==> src/rtl/art_pkg.sv <==
package art_pkg;

  // ----------------------------------------------------------------
  // Register map (byte addresses, one aligned word each)
  // ----------------------------------------------------------------
  localparam logic [7:0] OFS_CTRL_STATUS = 8'h00;  // Control and status
  localparam logic [7:0] OFS_COUNTER     = 8'h04;  // Counter access
  localparam logic [7:0] OFS_RELOAD      = 8'h08;  // Reload value
  localparam logic [7:0] OFS_PWM_CTRL    = 8'h0C;  // Output polarity bits

  // ----------------------------------------------------------------
  // Field positions in the control and status register
  // ----------------------------------------------------------------
  localparam int BIT_CLK_SEL   = 7;  // Clock source select
  localparam int BIT_RATIO_HI  = 6;  // Prescale ratio field top
  localparam int BIT_RATIO_LO  = 4;  // Prescale ratio field bottom
  localparam int BIT_RUN       = 3;  // Counter run enable
  localparam int BIT_FORCE     = 2;  // Force reload, write only
  localparam int BIT_OVF_IE    = 1;  // Overflow interrupt enable
  localparam int BIT_OVF       = 0;  // Overflow flag

  // ----------------------------------------------------------------
  // Widths and reset values
  // ----------------------------------------------------------------
  localparam int         PWM_CHANNELS = 4;        // Number of PWM outputs
  localparam int         PRESCALE_W   = 7;        // Prescaler width
  localparam logic [7:0] RESET_BYTE   = 8'h00;    // Counter and reload reset value
  localparam logic [7:0] COUNT_TOP    = 8'hFF;    // Overflow point
  localparam int         SYNC_STAGES  = 3;        // Pin synchroniser depth

  // Control fields held as a packed struct
  typedef struct packed {
    logic       clock_source_select;
    logic [2:0] prescale_ratio_field;
    logic       counter_run_enable;
    logic       overflow_irq_enable;
  } ctrl_t;

endpackage

==> src/rtl/auto_reload_pwm_timer.sv <==
// Design decisions made here: register access over APB and the placing of the registers.
`timescale 1ns/100ps
// How it works
// - Prescaler fed by bus clock or external
// - Ratio field divides by one to 128
// - Run enable low freezes prescaler and counter
// - Force reload bit always reads zero
// - Force reload loads counter, clears prescaler
// - Interrupt when flag set and enabled
// - Flag set on FFh to reload transition
// - Status read clears flag; writes never set
// - Counter readable and writable while running
// - Overflow loads reload value into counter
// - Overflow updates PWM levels by polarity
// - Registers reset to zero
module auto_reload_pwm_timer
(
  input  wire logic                              pclk,
  input  wire logic                              presetn,
  input  wire logic                              psel,
  input  wire logic                              penable,
  input  wire logic                              pwrite,
  input  wire logic [7:0]                        paddr,
  input  wire logic [31:0]                       pwdata,
  output logic      [31:0]                       prdata,
  output logic                                   pready,
  output logic                                   pslverr,
  input  wire logic                              ext_clk,
  output logic      [art_pkg::PWM_CHANNELS-1:0]  pwm_out,
  output logic                                   irq
);

  // ----------------------------------------------------------------
  // State
  // ----------------------------------------------------------------
  art_pkg::ctrl_t                      ctrl_q;     // Control fields
  logic                                ovf_q;      // Overflow flag
  logic [7:0]                          count_q;    // Live counter
  logic [7:0]                          reload_q;   // Reload data
  logic [art_pkg::PWM_CHANNELS-1:0]    polarity_q; // Output polarity bits
  logic                                ext_rise;   // Synced external edge
  logic                                src_pulse;  // Selected source pulse
  logic                                tick;       // Counter tick
  logic                                force_ld;   // Force reload strobe
  logic                                overflow;   // Overflow this cycle
  logic                                wr_en;      // Write access phase
  logic                                rd_en;      // Read access phase
  logic                                mapped;     // Address decodes

  // ----------------------------------------------------------------
  // Bus decode
  // ----------------------------------------------------------------
  // Word-aligned register hit
  function automatic logic is_reg(input logic [7:0] a, input logic [7:0] ofs);
    is_reg = (a == ofs);
  endfunction

  // Access phase qualifiers, single-cycle answer
  always_comb
  begin
    mapped = is_reg(paddr, art_pkg::OFS_CTRL_STATUS) ||
             is_reg(paddr, art_pkg::OFS_COUNTER) ||
             is_reg(paddr, art_pkg::OFS_RELOAD) ||
             is_reg(paddr, art_pkg::OFS_PWM_CTRL);
    wr_en  = psel && penable && pready && pwrite;
    rd_en  = psel && penable && pready && !pwrite;
  end

  // Ready one cycle after setup, deasserted after access
  always_ff @(posedge pclk or negedge presetn)
  begin
    if (!presetn)
    begin
      pready  <= 1'b0;
      pslverr <= 1'b0;
    end
    else
    begin
      pready  <= psel && !penable;
      pslverr <= psel && !penable && !mapped;
    end
  end

  // ----------------------------------------------------------------
  // Clock source and prescaler
  // ----------------------------------------------------------------
  art_pin_sync u_sync
  (
    .pclk       (pclk),
    .presetn    (presetn),
    .pin_in     (ext_clk),
    .rise_pulse (ext_rise)
  );

  // Bus clock counts every cycle, external clock on its rising edges
  always_comb
  begin
    src_pulse = ctrl_q.clock_source_select ? ext_rise : 1'b1;
    force_ld  = wr_en && is_reg(paddr, art_pkg::OFS_CTRL_STATUS) &&
                pwdata[art_pkg::BIT_FORCE];
    overflow  = tick && (count_q == art_pkg::COUNT_TOP);
  end

  art_prescaler u_pre
  (
    .pclk      (pclk),
    .presetn   (presetn),
    .src_pulse (src_pulse),
    .run       (ctrl_q.counter_run_enable),
    .clear     (force_ld),
    .ratio     (ctrl_q.prescale_ratio_field),
    .tick      (tick)
  );

  // ----------------------------------------------------------------
  // Control register
  // ----------------------------------------------------------------
  // Software fields of the control register
  always_ff @(posedge pclk or negedge presetn)
  begin
    if (!presetn)
      ctrl_q <= '0;
    else if (wr_en && is_reg(paddr, art_pkg::OFS_CTRL_STATUS))
    begin
      ctrl_q.clock_source_select  <= pwdata[art_pkg::BIT_CLK_SEL];
      ctrl_q.prescale_ratio_field <= pwdata[art_pkg::BIT_RATIO_HI:art_pkg::BIT_RATIO_LO];
      ctrl_q.counter_run_enable   <= pwdata[art_pkg::BIT_RUN];
      ctrl_q.overflow_irq_enable  <= pwdata[art_pkg::BIT_OVF_IE];
    end
  end

  // Overflow flag: set wins over read clear, writes ignored
  always_ff @(posedge pclk or negedge presetn)
  begin
    if (!presetn)
      ovf_q <= 1'b0;
    else if (overflow)
      ovf_q <= 1'b1;
    else if (rd_en && is_reg(paddr, art_pkg::OFS_CTRL_STATUS))
      ovf_q <= 1'b0;
  end

  // ----------------------------------------------------------------
  // Counter and reload
  // ----------------------------------------------------------------
  // Reload data register
  always_ff @(posedge pclk or negedge presetn)
  begin
    if (!presetn)
      reload_q <= art_pkg::RESET_BYTE;
    else if (wr_en && is_reg(paddr, art_pkg::OFS_RELOAD))
      reload_q <= pwdata[7:0];
  end

  // Counter: force, software write, overflow reload, increment
  always_ff @(posedge pclk or negedge presetn)
  begin
    if (!presetn)
      count_q <= art_pkg::RESET_BYTE;
    else if (force_ld)
      count_q <= reload_q;
    else if (wr_en && is_reg(paddr, art_pkg::OFS_COUNTER))
      count_q <= pwdata[7:0];
    else if (overflow)
      count_q <= reload_q;
    else if (tick)
      count_q <= count_q + 8'h01;
  end

  // ----------------------------------------------------------------
  // PWM outputs
  // ----------------------------------------------------------------
  // Polarity bits
  always_ff @(posedge pclk or negedge presetn)
  begin
    if (!presetn)
      polarity_q <= '0;
    else if (wr_en && is_reg(paddr, art_pkg::OFS_PWM_CTRL))
      polarity_q <= pwdata[art_pkg::PWM_CHANNELS-1:0];
  end

  // Output levels take the polarity on each overflow
  always_ff @(posedge pclk or negedge presetn)
  begin
    if (!presetn)
      pwm_out <= '0;
    else if (overflow)
      pwm_out <= polarity_q;
  end

  // ----------------------------------------------------------------
  // Interrupt and read data
  // ----------------------------------------------------------------
  // Interrupt level from flag and enable
  always_ff @(posedge pclk or negedge presetn)
  begin
    if (!presetn)
      irq <= 1'b0;
    else
      irq <= ovf_q && ctrl_q.overflow_irq_enable;
  end

  // Registered read data, presented with pready
  always_ff @(posedge pclk or negedge presetn)
  begin
    if (!presetn)
      prdata <= '0;
    else if (psel && !penable && !pwrite)
    begin
      prdata <= '0;
      unique case (1'b1)
        is_reg(paddr, art_pkg::OFS_CTRL_STATUS):
          prdata[7:0] <= {ctrl_q.clock_source_select, ctrl_q.prescale_ratio_field,
                          ctrl_q.counter_run_enable, 1'b0,
                          ctrl_q.overflow_irq_enable, ovf_q};
        is_reg(paddr, art_pkg::OFS_COUNTER):
          prdata[7:0] <= count_q;
        is_reg(paddr, art_pkg::OFS_RELOAD):
          prdata[7:0] <= reload_q;
        is_reg(paddr, art_pkg::OFS_PWM_CTRL):
          prdata[art_pkg::PWM_CHANNELS-1:0] <= polarity_q;
        default:
          prdata <= '0;
      endcase
    end
  end
endmodule

==> src/rtl/art_pin_sync.sv <==
`timescale 1ns/100ps
// ------------------------------------------------------------------
// Three-stage synchroniser with rising edge detect on agreed stages
// ------------------------------------------------------------------
module art_pin_sync
(
  input  wire logic pclk,
  input  wire logic presetn,
  input  wire logic pin_in,
  output logic      rise_pulse
);

  logic [art_pkg::SYNC_STAGES-1:0] sync_q;  // Stage chain
  logic                            level_q; // Last agreed level

  // Shift the pin through the chain
  always_ff @(posedge pclk or negedge presetn)
  begin
    if (!presetn)
      sync_q <= '0;
    else
      sync_q <= {sync_q[art_pkg::SYNC_STAGES-2:0], pin_in};
  end

  // Level changes once stages two and three agree
  always_ff @(posedge pclk or negedge presetn)
  begin
    if (!presetn)
    begin
      level_q    <= 1'b0;
      rise_pulse <= 1'b0;
    end
    else
    begin
      rise_pulse <= 1'b0;
      if (sync_q[1] == sync_q[2] && sync_q[2] != level_q)
      begin
        level_q    <= sync_q[2];
        rise_pulse <= sync_q[2];
      end
    end
  end

endmodule

==> src/rtl/art_prescaler.sv <==
`timescale 1ns/100ps
// ------------------------------------------------------------------
// Seven-bit prescaler producing a one-cycle counter tick
// ------------------------------------------------------------------
module art_prescaler
(
  input  wire logic       pclk,
  input  wire logic       presetn,
  input  wire logic       src_pulse,
  input  wire logic       run,
  input  wire logic       clear,
  input  wire logic [2:0] ratio,
  output logic            tick
);

  logic [art_pkg::PRESCALE_W-1:0] div_q;  // Free count of input pulses

  // Mask of the low bits that must be all ones for a tick
  function automatic logic [art_pkg::PRESCALE_W-1:0] ratio_mask(input logic [2:0] r);
    ratio_mask = 7'((8'h01 << r) - 8'h01);
  endfunction

  // Count source pulses, frozen while stopped, cleared on force
  always_ff @(posedge pclk or negedge presetn)
  begin
    if (!presetn)
      div_q <= '0;
    else if (clear)
      div_q <= '0;
    else if (run && src_pulse)
      div_q <= div_q + 7'h01;
  end

  // Tick when the selected low bits wrap
  always_comb
  begin
    tick = run && src_pulse && !clear &&
           ((div_q & ratio_mask(ratio)) == ratio_mask(ratio));
  end

endmodule

==> config.mk <==
export PLATFORM = sky130hd
export DESIGN_NAME = auto_reload_pwm_timer
export DESIGN_NICKNAME = d
export VERILOG_FILES = /design/src/rtl/art_pkg.sv /design/src/rtl/auto_reload_pwm_timer.sv /design/src/rtl/art_pin_sync.sv /design/src/rtl/art_prescaler.sv
export SDC_FILE = /design/constraint.sdc
export NUM_CORES = 1
export LEC_CHECK = 0
export CAP_MARGIN = 20
export CELL_PAD_IN_SITES_DETAIL_PLACEMENT = 1
export CELL_PAD_IN_SITES_GLOBAL_PLACEMENT = 1
export CORE_ASPECT_RATIO = 0.7
export CORE_MARGIN = 2
export CORE_UTILIZATION = 40
export DETAILED_ROUTE_END_ITERATION = 6
export DONT_BUFFER_PORTS = 1
export PLACE_DENSITY_LB_ADDON = 0.1
export SYNTH_ARGS = -nofsm -noshare
export SYNTH_HDL_FRONTEND = slang
export SYNTH_SLANG_ARGS = --single-unit
export TNS_END_PERCENT = 100
==> constraint.sdc <==
create_clock -name pclk -period 3.74 [get_ports pclk]
set_input_delay 1.122 -clock pclk [delete_from_list [all_inputs] [get_ports pclk]]
set_output_delay 1.122 -clock pclk [all_outputs]
set_load 0.05 [all_outputs]
==> flow_summary.json <==
{
  "required_ns": 4.00,
  "rsz0062_at_grt": "no",
  "finalCritPeriodShare_pct": 85.4,
  "synth_cell_types": 56,
  "core-area_sq_mm": 0.00729,
  "place_hpwl_um": 5420,
  "vias": 2191,
  "cts_hold_buffers": 0,
  "finalSetupViolations": 0,
  "fin_nets": 342,
  "clk_latency_ns": 0.31,
  "hold_path_class": "reg -> reg",
  "worst-path-max-fanout": 12,
  "clkSlewWorstSetupHoldPaths_ns": 0.10,
  "grt_max_degree": 55,
  "synth_compound_area_share_pct": 13.1,
  "cp_slowest_cell": "or4bb_1",
  "syn-cell-area_sq_mm": 0.00301,
  "drt_iter0_drc": 120,
  "yosys.area_share.adder_pct": 1.58,
  "total_leakage_power_nw": 1.39,
  "syn-instance-count": 292,
  "crit_path_end_kind": "flip-flop",
  "grt-ovfl-total": 0,
  "cts_made_buffers": 5,
  "die_w_um": 108,
  "ys.flop_type": "dfrtp_1",
  "synthSimpleGateAreaFrac_pct": 16.7,
  "fp.dieArea_sq_mm": 0.00825,
  "slowest_delay_ns": 0.52,
  "first_global_vias": 2165,
  "routed_via_density": 5.59,
  "synth_top_family_by_area": "simple AND/OR/NAND/NOR gates",
  "worstSetupPathType": "reg -> reg",
  "port_buffers": 0,
  "synth_xor_area_share_pct": 2.62,
  "fin_util_pct": 42.9,
  "timing.fmax_ghz": 0.313,
  "cts.path.max_buffers": 2,
  "min_period_ns": 3.20,
  "antenna_cells": 0,
  "cts_setup_buffers": 0,
  "cap_violations": 0,
  "timing.hold.ws_ns": 0.368,
  "synthToLayoutAreaGrowth_pct": 3.87,
  "pin_count": 85,
  "start_util_pct": 41.3,
  "drive_gt1_share_pct": 16.3,
  "tns_ns": 0,
  "ys_ff_latch": 54,
  "synthMuxAreaShare_pct": 12.4,
  "syn_avg_cell_area_sq_um": 10.3,
  "peakVddDrop_mv": 0.149,
  "critPathTopFamily": "simple AND/OR/NAND/NOR gates",
  "cts-resized-gates": 0,
  "synth_edf_count": 0,
  "powerDensity_mw_per_mm2": 335,
  "ant_nets": 0,
  "crit_path_start_kind": "flip-flop",
  "dr.pass1.iters": 4,
  "drt_wl_total_um": 7410,
  "grt.total_usage_pct": 18.9,
  "power.total_w": 0.00105,
  "slew_headroom_pct": 52.9,
  "synth-seq-area-share_pct": 44.9,
  "die_h_um": 76.6,
  "worstMarginPinSlew_ns": 0.706,
  "cp.buffers_inverters": 1,
  "row_count": 26,
  "hold_viol": 0,
  "drcViolationCount": 0,
  "arrival_ns": 3.46,
  "setup_ws_ns": 0.545,
  "async_flop_share_pct": 100,
  "crit_chain": "or3_1, ha_1, or4bb_1, a31oi_1, a2111oi_4, and3_1, buf_4, a21oi_1, o221a_2",
  "ys_warn_count": 0,
  "status": "complete, no violations",
  "cts_tree": "built",
  "antenna_found_initial": 0,
  "htreeDepth": 2,
  "place_ws_ns": 0.448,
  "fin_skew_ns": 0.00585,
  "slew_viol_final": 0,
  "grt_pass1_wl_um": 12000,
  "place_congestion": 0.903,
  "cts_sinks": 54,
  "ctsRootBufferMaster": "clkbuf_8",
  "post_drt_wl_per_cell_um": 18.9
}
-- worst register-to-register path: stages, from the launching register on --
cell and delay (ns):
dfrtp_1 0.51, or3_1 0.44, ha_1 0.31, or4bb_1 0.52, a31oi_1 0.33, a2111oi_4 0.10, and3_1 0.29, buf_4 0.20
a21oi_1 0.24, o221a_2 0.22
-- cells in the mapped netlist (all sizes together) (4+ instances only) --
master  number  area, sq um
xnor2        4         35.0
buf         30          221
nor2b        5         31.3
nand3        5         25.0
xor2         5         43.8
nand4        7         43.8
clkbuf       6         22.5
a31oi        4         25.0
nor2        21         81.3
dfrtp       54         1350
mux2i        7         70.1
and2         5         33.8
mux2        21          236
nand2       28          105
or3          5         32.5
o21ai       17         85.1
a21oi       14         70.1
and3         4         25.0
inv          4         15.0
-- flip-flops by register name, indices dropped and copies added, names as in the netlist, 3 cells and up --
register and flops:
prdata 8, polarity_q 4, reload_q 8, u_sync.sync_q 3, ctrl_q 6, u_pre.div_q 7, pwm_out 4, count_q 8
-- cells by family after synthesis --
group | count (synthesis)
adder cells (fa/ha/maj) | 4
AND/OR/NAND/NOR | 96
multiplexers | 31
flip-flops | 54
buffers and inverters | 40
AO/OA/AOI/OAI | 57
other | 1
XOR/XNOR | 9
-- routing by layer --
layer	vias to the layer above	GRT usage, %	wire length [um]
li1	1007	-	-
met1	1105	30.2	3770
met2	68	25.7	3040
met3	11	4.02	494
met4	0	4.74	103
met5	-	0	0
-- cell usage in the layout, fill, tap and decap left out, types with 2 or more instances in the layout --
master and n:
a211o_1 3, a21oi_1 14, a22o_1 3, a31oi_1 4
and2_1 3, and3_1 4, buf_4 7, clkbuf_8 6
conb_1 24, dfrtp_1 54, ha_1 3, inv_1 4
mux2_2 21, mux2i_1 7, mux4_2 3, nand2_1 28
nand3_1 5, nand4_1 7, nor2_1 20, nor2b_1 5
nor3_1 3, nor4_1 2, o21a_1 2, o21ai_0 17
o221a_2 2, o221ai_1 2, or3_1 4, or4_1 2
or4bb_1 2, xnor2_1 4, xor2_1 5
-- per-stage QoR --
step / std cells / instance area, sq um
after floorplan: 315 / 3100
after detailed placement: 384 / 3030
after CTS: 392 / 3130
after global placement: 384 / 3030
final: 392 / 3130
after global routing: 392 / 3130
-- final timing paths --
| kind | depth (start not counted) | end | slack, ns | startpoint |
|---|---|---|---|---|
| max | 9 | count_q[3] | 0.54 | ctrl_q[3] |
| min | 0 | u_sync.sync_q[1] | 0.37 | u_sync.sync_q[0] |
| max reg2reg | 9 | count_q[3] | 0.54 | ctrl_q[3] |
| min reg2reg | 0 | u_sync.sync_q[1] | 0.37 | u_sync.sync_q[0] |
| max in group asynchronous | 0 | reload_q[4] | 3.16 | presetn |
| min in group asynchronous | 0 | u_sync.sync_q[2] | 0.49 | presetn |
-- cell type report --
class	instances	area, sq um
Clock buffer	6	82.6
Clock inverter	2	16.3
Fill cell	847	4160
Inverter	4	15.0
Multi-Input combinational cell	221	1490
Sequential cell	54	1350
Tap cell	98	123
Timing Repair Buffer	7	52.6
-- power breakdown --
part           leakage (nW)  internal [W]  total (W)  switching (W)
registers             0.670      0.000592   0.000604      0.0000121
clock network        0.0478      0.000153   0.000361       0.000208
logic                 0.677     0.0000145  0.0000814      0.0000669
(Power assumes the default switching activity.)
